<file path="src/adcb_pkg.sv">
// converter back end: shared constants, types, rule summary
// assumes one sample clock domain and an internal register port
// ----------------------------------------
// Operation
// RULE1: strap pin picks offset binary or twos complement
// RULE2: register path offers offset, twos, gray
// RULE3: output disable pin high three-states all outputs
// RULE4: per-channel disable bit three-states that channel
// RULE5: fixed nine-cycle pipeline latency
// RULE6: new data after every sample clock edge
// RULE7: two data clocks, polarity selectable
// RULE8: overrange saturates code, raises range flag
// RULE9: both channels muxable onto one bus
// RULE10: self-test injects pseudorandom data, accumulates signature
// RULE11: self-test runs fixed cycles then stops
// RULE12: signature compare sets or clears pass bit
// RULE13: outputs stay connected during self-test
// RULE14: enable plus init bit starts, resets generator
// RULE15: init zero continues generator from last value
// RULE16: software resets device before self-test
// RULE17: test mode replaces core data, formatted
// RULE18: two reset bits reset pattern generators
// RULE19: test modes ignore input, need clock
// RULE20: power-down three-states all outputs
// RULE21: channel off if pin or bit set
// RULE22: gray is xor of adjacent binary bits
// ----------------------------------------
package adcb_pkg;
    localparam int DW = 10;
    localparam int LAT = 9;
    localparam int FIFO_DEPTH = 32;
    localparam int ST_LEN = 512;
    localparam logic [7:0] A_CHAN_SEL = 8'h05;
    localparam logic [7:0] A_PDN = 8'h08;
    localparam logic [7:0] A_TMODE = 8'h0D;
    localparam logic [7:0] A_SELFTEST = 8'h0E;
    localparam logic [7:0] A_OMODE = 8'h14;
    localparam logic [7:0] A_OCTL = 8'h16;
    localparam logic [7:0] A_RESULT = 8'h24;
    localparam int B_ST_EN = 0;
    localparam int B_ST_INIT = 2;
    localparam int B_OFF = 4;
    localparam int B_PNL_RST = 4;
    localparam int B_PNS_RST = 5;
    localparam int B_MUX = 0;
    localparam int B_DCLK_INV = 7;
    localparam int B_BUSY = 7;
    localparam logic [1:0] CHAN_SEL_RST = 2'h3;
    localparam logic [15:0] CRC_SEED = 16'hFFFF;
    localparam logic [15:0] CRC_POLY = 16'h1021;
    localparam logic [DW-1:0] ST_SEED = 10'h3FF;
    localparam logic [22:0] PNL_SEED = 23'h7FFFFF;
    localparam logic [8:0] PNS_SEED = 9'h1FF;
    localparam logic [DW-1:0] CODE_MAX = 10'h3FF;
    localparam logic [DW-1:0] CODE_MID = 10'h200;
    localparam logic [DW-1:0] CODE_MIN = 10'h000;
    localparam logic [DW-1:0] CHK_A = 10'h155;
    localparam logic [DW-1:0] CHK_B = 10'h2AA;
    typedef enum logic [1:0] {
        FMT_OFFSET = 2'b00,
        FMT_TWOS = 2'b01,
        FMT_GRAY = 2'b10
    } adcb_fmt_t;
    typedef struct packed {
        logic ovr;
        logic unr;
        logic [DW-1:0] code;
    } adcb_samp_t;
    typedef struct packed {
        adcb_samp_t a;
        adcb_samp_t b;
    } adcb_pair_t;
endpackage

</file>
<file path="src/adcb_top.sv">
// converter back end: input fifo, pipeline, formatter, self-test, pins
// assumes the core delivers samples on clk_sys; pins are asynchronous
`timescale 1ns/1ps

// ----------------------------------------
// sample fifo
// ----------------------------------------
module adcb_fifo #(
    parameter int W = 24,
    parameter int D = 32
) (
    input wire logic clk_sys,
    input wire logic rst,
    input wire logic ce,
    input wire logic in_valid,
    output logic in_ready,
    input wire logic [W-1:0] in_data,
    output logic out_valid,
    input wire logic out_ready,
    output logic [W-1:0] out_data
);
    localparam int AW = $clog2(D);
    logic [W-1:0] mem_r [D];
    logic [AW-1:0] wr_ptr_r;
    logic [AW-1:0] rd_ptr_r;
    logic [AW:0] cnt_r;
    logic push;
    logic pop;

    assign in_ready = cnt_r != (AW+1)'(D);
    assign out_valid = cnt_r != '0;
    assign out_data = mem_r[rd_ptr_r];
    assign push = ce && in_valid && in_ready;
    assign pop = ce && out_valid && out_ready;

    always_ff @(posedge clk_sys) begin
        if (push) begin
            mem_r[wr_ptr_r] <= in_data;
        end
    end

    always_ff @(posedge clk_sys or posedge rst) begin
        if (rst) begin
            wr_ptr_r <= '0;
            rd_ptr_r <= '0;
            cnt_r <= '0;
        end else begin
            if (push) begin
                wr_ptr_r <= (wr_ptr_r == AW'(D-1)) ? '0 : wr_ptr_r + 1'b1;
            end
            if (pop) begin
                rd_ptr_r <= (rd_ptr_r == AW'(D-1)) ? '0 : rd_ptr_r + 1'b1;
            end
            if (push && !pop) begin
                cnt_r <= cnt_r + 1'b1;
            end else if (pop && !push) begin
                cnt_r <= cnt_r - 1'b1;
            end
        end
    end
endmodule

// ----------------------------------------
// back end top
// ----------------------------------------
module adcb_top #(
    parameter int LAT = adcb_pkg::LAT,
    parameter int DEPTH = adcb_pkg::FIFO_DEPTH,
    parameter int ST_LEN = adcb_pkg::ST_LEN,
    parameter logic [15:0] ST_SIG = 16'h5A5A
) (
    input wire logic clk_sys,
    input wire logic rst,
    input wire logic ce,
    input wire logic [7:0] reg_addr,
    input wire logic reg_wr,
    input wire logic [7:0] reg_wdata,
    output logic [7:0] reg_rdata,
    input wire logic core_valid,
    output logic core_ready,
    input wire adcb_pkg::adcb_pair_t core_data,
    input wire logic output_disable,
    input wire logic power_down_pin,
    input wire logic format_strap_pin,
    output logic [adcb_pkg::DW-1:0] dout_a,
    output logic [adcb_pkg::DW-1:0] dout_b,
    output logic or_a,
    output logic or_b,
    output logic data_clock_out_a,
    output logic data_clock_out_b,
    output logic out_en_n_a,
    output logic out_en_n_b
);
    localparam int DW = adcb_pkg::DW;
    localparam int CW = $clog2(ST_LEN);

    function automatic logic [DW-1:0] fmt_code(input logic [DW-1:0] c,
                                               input logic [1:0] f);
        unique case (f)
            adcb_pkg::FMT_TWOS: fmt_code = {~c[DW-1], c[DW-2:0]};
            adcb_pkg::FMT_GRAY: fmt_code = c ^ (c >> 1); // RULE22
            default: fmt_code = c;
        endcase
    endfunction

    function automatic adcb_pkg::adcb_samp_t sat(input adcb_pkg::adcb_samp_t s);
        sat = s;
        if (s.ovr) begin
            sat.code = adcb_pkg::CODE_MAX; // RULE8
        end else if (s.unr) begin
            sat.code = adcb_pkg::CODE_MIN;
        end
    endfunction

    function automatic logic [15:0] crc_step(input logic [15:0] c,
                                             input logic [DW-1:0] d);
        crc_step = c;
        for (int i = DW - 1; i >= 0; i--) begin
            crc_step = {crc_step[14:0], 1'b0}
                ^ ((crc_step[15] ^ d[i]) ? adcb_pkg::CRC_POLY : 16'h0000);
        end
    endfunction

    // ----------------------------------------
    // pin synchronisers
    // ----------------------------------------
    logic [2:0] pin_s1_r;
    logic [2:0] pin_s2_r;
    logic odis_s;
    logic pdn_s;
    logic strap_s;

    always_ff @(posedge clk_sys or posedge rst) begin
        if (rst) begin
            pin_s1_r <= '0;
            pin_s2_r <= '0;
        end else if (ce) begin
            pin_s1_r <= {format_strap_pin, power_down_pin, output_disable};
            pin_s2_r <= pin_s1_r;
        end
    end
    assign odis_s = pin_s2_r[0];
    assign pdn_s = pin_s2_r[1];
    assign strap_s = pin_s2_r[2];

    // ----------------------------------------
    // registers
    // ----------------------------------------
    logic [1:0] chan_sel_r;
    logic [1:0] pdn_r;
    logic [7:0] tmode_r;
    logic [7:0] st_ctl_r;
    logic [7:0] omode_a_r;
    logic [7:0] omode_b_r;
    logic [7:0] octl_r;
    logic fmt_soft_r;
    logic pass_r;
    logic busy_r;
    logic wr;
    logic pdn;

    assign wr = ce && reg_wr;
    assign pdn = pdn_s || (pdn_r != '0);

    always_ff @(posedge clk_sys or posedge rst) begin
        if (rst) begin
            chan_sel_r <= adcb_pkg::CHAN_SEL_RST;
            pdn_r <= '0;
            tmode_r <= '0;
            st_ctl_r <= '0;
            octl_r <= '0;
        end else if (wr) begin
            unique case (reg_addr)
                adcb_pkg::A_CHAN_SEL: chan_sel_r <= reg_wdata[1:0];
                adcb_pkg::A_PDN: pdn_r <= reg_wdata[1:0];
                adcb_pkg::A_TMODE: tmode_r <= reg_wdata;
                adcb_pkg::A_SELFTEST: st_ctl_r <= reg_wdata;
                adcb_pkg::A_OCTL: octl_r <= reg_wdata;
                default: ;
            endcase
        end
    end

    // per-channel mode, applied to the channels picked by chan_sel_r
    always_ff @(posedge clk_sys or posedge rst) begin
        if (rst) begin
            omode_a_r <= '0;
            omode_b_r <= '0;
            fmt_soft_r <= 1'b0;
        end else if (wr && reg_addr == adcb_pkg::A_OMODE) begin
            fmt_soft_r <= 1'b1; // RULE2
            if (chan_sel_r[0]) begin
                omode_a_r <= reg_wdata; // RULE4
            end
            if (chan_sel_r[1]) begin
                omode_b_r <= reg_wdata;
            end
        end
    end

    always_ff @(posedge clk_sys or posedge rst) begin
        if (rst) begin
            reg_rdata <= '0;
        end else if (ce) begin
            unique case (reg_addr)
                adcb_pkg::A_CHAN_SEL: reg_rdata <= {6'h00, chan_sel_r};
                adcb_pkg::A_PDN: reg_rdata <= {6'h00, pdn_r};
                adcb_pkg::A_TMODE: reg_rdata <= tmode_r;
                adcb_pkg::A_SELFTEST: reg_rdata <= st_ctl_r;
                adcb_pkg::A_OMODE: reg_rdata <= chan_sel_r[0] ? omode_a_r : omode_b_r;
                adcb_pkg::A_OCTL: reg_rdata <= octl_r;
                adcb_pkg::A_RESULT: reg_rdata <= {busy_r, 6'h00, pass_r};
                default: reg_rdata <= 8'h00;
            endcase
        end
    end

    // ----------------------------------------
    // self-test
    // ----------------------------------------
    logic [DW-1:0] bpn_r;
    logic [15:0] crc_r;
    logic [15:0] crc_nxt;
    logic [CW-1:0] bcnt_r;
    logic start;
    logic st_end;

    assign start = wr && reg_addr == adcb_pkg::A_SELFTEST && reg_wdata[adcb_pkg::B_ST_EN];
    assign crc_nxt = crc_step(crc_r, bpn_r); // RULE10
    assign st_end = busy_r && bcnt_r == CW'(ST_LEN - 1);

    always_ff @(posedge clk_sys or posedge rst) begin
        if (rst) begin
            busy_r <= 1'b0;
            bcnt_r <= '0;
            crc_r <= adcb_pkg::CRC_SEED;
            pass_r <= 1'b0;
        end else if (start) begin
            busy_r <= 1'b1;
            bcnt_r <= '0;
            crc_r <= adcb_pkg::CRC_SEED;
            pass_r <= 1'b0;
        end else if (ce && busy_r) begin
            crc_r <= crc_nxt;
            bcnt_r <= bcnt_r + 1'b1;
            if (st_end) begin
                busy_r <= 1'b0; // RULE11
                pass_r <= crc_nxt == ST_SIG; // RULE12
            end
        end
    end

    // init reseeds; without it the generator resumes, so the sum differs
    always_ff @(posedge clk_sys or posedge rst) begin
        if (rst) begin
            bpn_r <= adcb_pkg::ST_SEED;
        end else if (start && reg_wdata[adcb_pkg::B_ST_INIT]) begin
            bpn_r <= adcb_pkg::ST_SEED; // RULE14
        end else if (ce && busy_r) begin
            bpn_r <= {bpn_r[DW-2:0], bpn_r[9] ^ bpn_r[6]}; // RULE15
        end
    end

    // ----------------------------------------
    // output test pattern generators
    // ----------------------------------------
    logic [22:0] pnl_r;
    logic [8:0] pns_r;
    logic tog_r;

    always_ff @(posedge clk_sys or posedge rst) begin
        if (rst) begin
            pnl_r <= adcb_pkg::PNL_SEED;
            pns_r <= adcb_pkg::PNS_SEED;
            tog_r <= 1'b0;
        end else if (ce) begin
            tog_r <= ~tog_r;
            if (tmode_r[adcb_pkg::B_PNL_RST]) begin
                pnl_r <= adcb_pkg::PNL_SEED; // RULE18
            end else begin
                pnl_r <= {pnl_r[21:0], pnl_r[22] ^ pnl_r[17]};
            end
            if (tmode_r[adcb_pkg::B_PNS_RST]) begin
                pns_r <= adcb_pkg::PNS_SEED; // RULE18
            end else begin
                pns_r <= {pns_r[7:0], pns_r[8] ^ pns_r[4]};
            end
        end
    end

    // ----------------------------------------
    // source select and pipeline
    // ----------------------------------------
    adcb_pkg::adcb_pair_t fifo_data;
    adcb_pkg::adcb_pair_t raw_w;
    adcb_pkg::adcb_pair_t hold_r;
    adcb_pkg::adcb_pair_t pipe_r [LAT-1];
    adcb_pkg::adcb_samp_t pat;
    logic fifo_valid;
    logic drain;

    // power-down stalls the drain, so the fifo fills and back-pressures the core
    assign drain = !pdn;

    adcb_fifo #(
        .W($bits(adcb_pkg::adcb_pair_t)),
        .D(DEPTH)
    ) u_fifo (
        .clk_sys(clk_sys),
        .rst(rst),
        .ce(ce),
        .in_valid(core_valid),
        .in_ready(core_ready),
        .in_data(core_data),
        .out_valid(fifo_valid),
        .out_ready(drain),
        .out_data(fifo_data)
    );

    always_comb begin
        pat = '0;
        unique case (tmode_r[3:0])
            4'h1: pat.code = adcb_pkg::CODE_MID;
            4'h2: pat.code = adcb_pkg::CODE_MAX;
            4'h3: pat.code = adcb_pkg::CODE_MIN;
            4'h4: pat.code = tog_r ? adcb_pkg::CHK_B : adcb_pkg::CHK_A;
            4'h5: pat.code = pnl_r[DW-1:0];
            4'h6: pat.code = {pns_r, pns_r[8]};
            default: pat.code = tog_r ? adcb_pkg::CODE_MAX : adcb_pkg::CODE_MIN;
        endcase
    end

    always_comb begin
        if (busy_r) begin
            raw_w.a = '{ovr: 1'b0, unr: 1'b0, code: bpn_r}; // RULE10
            raw_w.b = '{ovr: 1'b0, unr: 1'b0, code: bpn_r};
        end else if (tmode_r[3:0] != 4'h0) begin
            raw_w.a = pat; // RULE17 RULE19
            raw_w.b = pat;
        end else if (fifo_valid && drain) begin
            raw_w.a = sat(fifo_data.a);
            raw_w.b = sat(fifo_data.b);
        end else begin
            raw_w = hold_r;
        end
    end

    always_ff @(posedge clk_sys or posedge rst) begin
        if (rst) begin
            hold_r <= '0;
            for (int i = 0; i < LAT - 1; i++) begin
                pipe_r[i] <= '0;
            end
        end else if (ce) begin
            hold_r <= raw_w;
            pipe_r[0] <= raw_w; // RULE5
            for (int i = 1; i < LAT - 1; i++) begin
                pipe_r[i] <= pipe_r[i-1];
            end
        end
    end

    // ----------------------------------------
    // formatter and output drivers
    // ----------------------------------------
    adcb_pkg::adcb_samp_t tail_a;
    adcb_pkg::adcb_samp_t tail_b;
    logic [1:0] fmt_a;
    logic [1:0] fmt_b;
    logic mux_ph_r;
    logic dclk_r;
    logic mux_en;

    assign tail_a = pipe_r[LAT-2].a;
    assign tail_b = pipe_r[LAT-2].b;
    assign mux_en = octl_r[adcb_pkg::B_MUX];
    assign fmt_a = fmt_soft_r ? omode_a_r[1:0] : {1'b0, strap_s}; // RULE1
    assign fmt_b = fmt_soft_r ? omode_b_r[1:0] : {1'b0, strap_s};

    // self-test does not touch the enables, so its data stays visible
    always_ff @(posedge clk_sys or posedge rst) begin
        if (rst) begin
            out_en_n_a <= 1'b1;
            out_en_n_b <= 1'b1;
        end else if (ce) begin
            out_en_n_a <= odis_s || pdn || omode_a_r[adcb_pkg::B_OFF]; // RULE3 RULE21 RULE13
            out_en_n_b <= odis_s || pdn || omode_b_r[adcb_pkg::B_OFF] || mux_en; // RULE20
        end
    end

    always_ff @(posedge clk_sys or posedge rst) begin
        if (rst) begin
            dout_a <= '0;
            dout_b <= '0;
            or_a <= 1'b0;
            or_b <= 1'b0;
            mux_ph_r <= 1'b0;
            dclk_r <= 1'b0;
        end else if (ce) begin
            dclk_r <= ~dclk_r; // RULE6
            mux_ph_r <= mux_en ? ~mux_ph_r : 1'b0;
            if (mux_en && mux_ph_r) begin
                dout_a <= fmt_code(tail_b.code, fmt_b); // RULE9
                or_a <= tail_b.ovr || tail_b.unr;
            end else begin
                dout_a <= fmt_code(tail_a.code, fmt_a);
                or_a <= tail_a.ovr || tail_a.unr; // RULE8
            end
            dout_b <= fmt_code(tail_b.code, fmt_b);
            or_b <= tail_b.ovr || tail_b.unr;
        end
    end

    assign data_clock_out_a = dclk_r ^ octl_r[adcb_pkg::B_DCLK_INV]; // RULE7
    assign data_clock_out_b = dclk_r ^ octl_r[adcb_pkg::B_DCLK_INV];
endmodule

</file>
<file path="config.mk">
export PLATFORM = sky130hd
export DESIGN_NAME = adcb_top
export DESIGN_NICKNAME = d
export VERILOG_FILES = /design/src/adcb_pkg.sv /design/src/adcb_top.sv
export SDC_FILE = /design/constraint.sdc
export NUM_CORES = 2
export LEC_CHECK = 0
export ABC_CLOCK_PERIOD_IN_PS = 13400
export BUFFER_PORTS_ARGS = -buffer_cell sky130_fd_sc_hd__clkbuf_2
export CAP_MARGIN = 15
export CORE_UTILIZATION = 62
export CTS_CLUSTER_DIAMETER = 100
export DETAILED_ROUTE_END_ITERATION = 8
export PLACE_DENSITY = 0.79
export SYNTH_ARGS = -nofsm -noshare
export SYNTH_HDL_FRONTEND = slang
export SYNTH_SLANG_ARGS = --single-unit
</file>
<file path="constraint.sdc">
create_clock -name clk_sys -period 13.4 [get_ports clk_sys]
set_clock_uncertainty 0.05 [all_clocks]
set_input_delay 2.01 -clock clk_sys [delete_from_list [all_inputs] [get_ports clk_sys]]
set_output_delay 2.01 -clock clk_sys [all_outputs]
set_load 0.02 [all_outputs]
</file>
# --- After elaboration in Yosys (flattened, before gate mapping) ---
# Memories as Yosys holds them, arrays and structs flattened.
# Cells that the tools add are included.
word_totals:
  ff_bits: 363
  ramBits: 768
  in_bits: 48
  output_inout_bits: 35
  elab_cells: 228
  mem_count: 1
memory_table:
  columns: ["memory", "depth", "word_bits", "read_ports", "rd_clocked_by_memory_dff", "wr", "line", "source"]
  rows:
  - ["u_fifo.mem_r", 32, 24, 1, 0, 1, "adcb_top.sv:23", "logic [W-1:0] mem_r [D];"]
classes:
  n_addsub: 5
  n_eq_ne: 22
  mux: 49
  bitwise: 31
  n_reduce_logical: 42
ops:
  columns: ["operator", "n"]
  rows:
  - ["$xor A16 B13 Y16", 10]
  - ["$mux W13", 10]
  - ["$mux W10", 9]
  - ["$mux W24", 3]
  - ["$pmux W10 S6", 1]
  - ["$pmux W8 S7", 1]
  - ["$pmux W10 S2", 2]
  - ["$mux W16", 2]
  - ["$mux W9", 3]
  - ["$eq A8 B4 Y1 const B", 3]
  - ["$mux W23", 1]
  - ["$xor A10 B9 Y10", 2]
  - ["$reduce_and A2 Y1", 9]
  - ["$eq A16 B15 Y1 const B", 1]
  - ["$eq A8 B5 Y1 const B", 2]
  - ["$logic_and A1 B1 Y1", 15]
  - ["$xor A1 B1 Y1", 14]
  - ["$eq A4 B3 Y1 const B", 3]
  - ["$mux W6", 2]
  - ["$add A5 B1 Y5 const B", 2]
  - ["$eq A5 B5 Y1 const B", 2]
  - ["$mux W1", 10]
  - ["$mux W5", 2]
  - ["$reduce_bool A2 Y1", 5]
  - ["19 further kinds", 35]

# --- Logic depth before layout (Yosys ltp) ---
logic_depth:
  depth_word: 34
  depth_mapped: 14

# --- Modules after synthesis ---
# A second synthesis with hierarchy kept.
unflattened:
  hier_cells: 2712
  hier_area_um2: 45414.8
modules_own_cells:
  columns: ["mod", "n_inst", "cells_per_inst", "area_each_um2", "seq_area_each_um2"]
  rows:
  - ["adcb_fifo", 1, 1513, 30287.8, 23462.5]
  - ["adcb_top", 1, 1199, 15127.0, 8760.9]

# --- Worst setup path after synthesis ---
# Ideal clock, no wire load.
synth_path:
  path_kind: "input -> register"
  start: "in ce"
  end: "reg u_fifo.cnt_r[5]"
  setup_ns: 0.130
  arrival_ns: 4.295
  t_required_ns: 13.220
  path_slack_ns: 8.924
  cell_stages: 12
  path_buffers: 0
  cell_sequence: "nor4b_1 -> o31a_1 -> clkinv_1 -> ha_1 -> inv_1 -> ha_1 -> a21o_1 -> a21oi_1 -> o21bai_1 -> mux2i_1 -> o211ai_1 -> xor2_1"
synth_between:
  elab_chain_cells: 5
synth_rtl:
  columns: ["item", "line", "source"]
  rows:
  - ["start, declared", "adcb_top.sv:74", "input wire logic ce,"]
  - ["$logic_and A1 B1 Y1 (on tied branches) (2 in a row)", "adcb_top.sv:34, adcb_top.sv:33", null]
  - ["$logic_not A1 Y1 (on tied branches)", "adcb_top.sv:54, adcb_top.sv:56", null]
  - ["$logic_and A1 B1 Y1 (on tied branches)", "adcb_top.sv:54, adcb_top.sv:56", null]
  - ["$mux W6 / $reduce_bool A2 Y1 (equally long branches)", null, null]
  - ["end signal, assigned", "adcb_top.sv:55", "cnt_r <= cnt_r + 1'b1;"]
  - ["end signal, assigned", "adcb_top.sv:57", "cnt_r <= cnt_r - 1'b1;"]
  - ["end, declared", "adcb_top.sv:26", "logic [AW:0] cnt_r;"]
# Several ways; a longest one is shown, not always the timed one.
# A chain may end at the register's enable or synchronous reset.

# --- Worst setup path in the final report ---
# Same ends and word-level chain as after synthesis.

==> summary.md <==
| Metric | Value |
|---|---|
| Main synth FF type | `edfxtp_1` |
| Post-CTS sizing | `0` |
| Total of max-cap violations | `0` |
| IO Count | `83` |
| Clk_lat worst skew | `0.69 ns` |
| Die area | `0.07468 mm²` |
| CP Capture Type | `flip-flop` |
| RSZ-0062 raised after global routing | `false` |
| Fin util | `0.6957` |
| Syn Nets | `2,764` |
| Nets | `2,836` |
| Area growth syn-to-layout | `11.05%` |
| Die width | `273.3 µm` |
| Vias per Instance | `6.453` |
| Vias in the first global route | `25,750` |
| CTS root buffer | `clkbuf_16` |
| First-pass GRT wire length | `150,100 µm` |
| Cells after synthesis | `2,697` |
| Initial drt markers | `2,507` |
| Wire per inst | `25.61 µm` |
| WP buf/inv | `3` |
| Leak | `17.60 nW` |
| Critical path class | `in2reg` |
| Overflow left after global routing | `0` |
| HP Class | `reg2reg` |
| Synth Area in Compound Gates | `0.05309` |
| CTS Buf Count | `108` |
| Largest net degree at the start of global routing | `151` |
| Chip height | `273.3 µm` |
| Register bit total from synthesis | `1,131` |
| CP delay by family, top | `compound AO/OA/AOI/OAI gates` |
| Initial antenna violation count | `2` |
| CTS tree | `done` |
| Post-CTS setup buffer count | `0` |
| CTS Sinks | `1,131` |
| Max Slew Vio Count | `0` |
| DR DRC count | `0` |
| Setup TNS | `0 ns` |
| Xor and xnor area share after synthesis | `0.009213` |
| Max_slew headroom | `0.2262` |
| IO Port Bufs | `82` |
| Post-synthesis mux area share | `0.1679` |
| Maximum vdd drop | `0.0001624 V` |
| WHS | `0.4402 ns` |
| EDFF count, synth | `768` |
| Final hold vios | `0` |
| PwrDens | `193.2 mW/mm²` |
| Setup WS pre-CTS | `7.088 ns` |
| Core area | `0.07283 mm²` |
| Share of layout cells above drive strength 1 | `0.2836` |
| Crit path required time | `13.89 ns` |
| RD Place Congestion | `0.8660` |
| Startpoint Class | `primary input` |
| Final setup vio count | `0` |
| Synth Area in Adders | `0.005374` |
| Main combinational cell family by area after synthesis | `multiplexers` |
| Outcome | `completed` |
| Mean Syn Cell Area | `16.92 µm²` |
| Yosys cell types | `64` |
| Crit share post-route | `0.4204` |
| Vias | `24,680` |
| Final wirelength | `97,930 µm` |
| Antenna-violating nets left | `0` |
| Fillers | `4,514` |
| Mapped Area | `0.04563 mm²` |
| Hold_buf cts | `0` |
| Clock-pin slew on the worst setup and hold paths | `0.06 ns` |
| Fraction of the mapped netlist area in simple logic gates | `0.04300` |
| Crit path cell chain | `buf_8, nor4b_1, o31a_1, clkinv_1, ha_1, inv_1, ha_1, a21o_1, a21oi_1, o21bai_1, mux2i_1, o211ai_1, xor2_1` |
| CP Max Fanout | `102` |
| H-tree depth | `3` |
| Async SR Flop Fraction | `0.3210` |
| Peak Freq | `177.5 MHz` |
| Crit path time final | `5.633 ns` |
| Tot Pwr | `9.792 mW` |
| Row cnt | `99` |
| Setup ws final | `7.767 ns` |
| Initial core utilization | `0.6265` |
| Crit path top cell by count | `ha_1` |
| Gr usage total | `0.2674` |
| Worst Tran Pin Value | `1.152 ns` |
| HPWL Detailed | `56,990 µm` |
| Worst path slowest cell | `o31a_1` |
| Seq/Total Area, Yosys | `0.7062` |
| Largest stage delay on the critical path | `0.83 ns` |
| Worst Path Arrival | `6.13 ns` |
| Number of synthesis warnings | `0` |
| Drt pass-1 iters | `5` |
| Clock buffer depth | `3` |
cell usage after synthesis (all sizes together), types with 5 or more instances:
library cell	number	area [µm²]
nand4	5	31.28
nand3b	6	45.04
a22oi	13	97.59
nand2b	18	112.6
nor2b	18	112.6
a221o	6	60.06
and3	13	81.33
ha	18	225.2
o22ai	26	162.7
a222oi	10	100.1
mux4	160	3603
o31a	5	43.79
a41oi	7	61.31
o22a	9	78.83
o32ai	20	175.2
edfxtp	768	23060
dfstp	62	1629
o211ai	20	150.1
o31ai	21	157.7
nand2	102	382.9
a22o	11	96.34
a31oi	11	68.82
mux2	259	2917
nand3	13	65.06
o2bb2ai	5	43.79
a211oi	5	37.54
xnor2	25	219.0
nor3	27	135.1
a2111oi	10	125.1
nor3b	10	75.07
a21oi	105	525.5
xor2	23	201.4
o21ai	70	350.3
clkbuf	107	401.6
buf	49	234.0
nor2	190	713.2
mux2i	114	1141
inv	15	56.30
dfrtp	301	7532
cells by family after synthesis:
kind of cell	Yosys count
AND/OR/NAND/NOR	430
adder cells (fa/ha/maj)	19
flip-flops	1131
buffers and inverters	172
AO/OA/AOI/OAI	364
XOR/XNOR	48
multiplexers	533
cell type report:
class | count | area (µm²) | area share
multi-input cells | 1394 | 12880 | 0.2542
clock buffers | 140 | 2923 | 0.05768
clock inverters | 64 | 644.4 | 0.01272
diodes | 2 | 5.005 | 0.00009877
flip-flops and latches | 1131 | 32240 | 0.6362
well taps | 959 | 1200 | 0.02368
repair buffers | 118 | 714.4 | 0.01410
inverters | 16 | 67.56 | 0.001333
cells in the final DEF, fill, tap and decap left out, types with 14 or more instances in the layout:
| cell | instances |
|---|---|
| clkbuf_1 | 22 |
| nand2_1 | 102 |
| inv_1 | 14 |
| mux2i_1 | 114 |
| nand2b_1 | 18 |
| nor2b_1 | 18 |
| clkbuf_2 | 81 |
| o32ai_1 | 20 |
| mux4_2 | 160 |
| dfrtp_1 | 297 |
| ha_1 | 18 |
| clkinv_1 | 20 |
| clkbuf_16 | 108 |
| nor2_2 | 14 |
| o211ai_1 | 20 |
| o22ai_1 | 26 |
| xor2_1 | 23 |
| nor2_1 | 158 |
| a21oi_1 | 105 |
| nor2_4 | 18 |
| dfstp_2 | 62 |
| mux2_2 | 259 |
| nor3_1 | 27 |
| o21ai_0 | 70 |
| buf_4 | 33 |
| clkinv_2 | 23 |
| xnor2_1 | 25 |
| edfxtp_1 | 768 |
| o31ai_1 | 21 |
report_power, final:
group / switching (mW) / internal, mW / total (mW)
registers: 0.312 / 4.17 / 4.48
clock network: 1.30 / 1.74 / 3.04
logic: 1.26 / 1.02 / 2.27
total: 2.87 / 6.92 / 9.79
metal layers:
layer  vias up  track usage  wire length [µm]  share of wire
met2      1103       0.4600             50000           0.51
met5         -            0                 0              0
met4         0       0.1041              3654          0.037
met3       228      0.04158              6260          0.064
li1      10660            -                 -              -
met1     12690       0.3444             38010           0.39
worst paths after layout:
path                              endpoint  slack [ns]  cells past startpoint          startpoint
setup / recovery           u_fifo.cnt_r[5]        7.77                     13                  ce
hold / removal             u_fifo.cnt_r[5]        0.44                      1     u_fifo.cnt_r[5]
setup reg to reg               pipe_r[187]        9.08                      7  u_fifo.rd_ptr_r[0]
hold reg to reg            u_fifo.cnt_r[5]        0.44                      1     u_fifo.cnt_r[5]
max in group asynchronous           pass_r        9.36                      4                 rst
min in group asynchronous        dout_a[1]        1.55                      2                 rst
metrics by stage:
stage / cells / area, µm²
2_1_floorplan: 2697 / 45630
3_3_place_gp: 3615 / 47070
4_1_cts: 3820 / 50640
6_report: 3824 / 50670
5_1_grt: 3824 / 50670
3_5_place_dp: 3616 / 47070
registers in the layout (all words and copies together) (netlist names), 9 cells and up:
name	flops
pns_r	9
pnl_r	23
u_fifo.mem_r	768
crc_r	16
bcnt_r	9
dout_a	10
pipe_r	192
dout_b	10
bpn_r	10
Power figures use the tool's default switching activity.
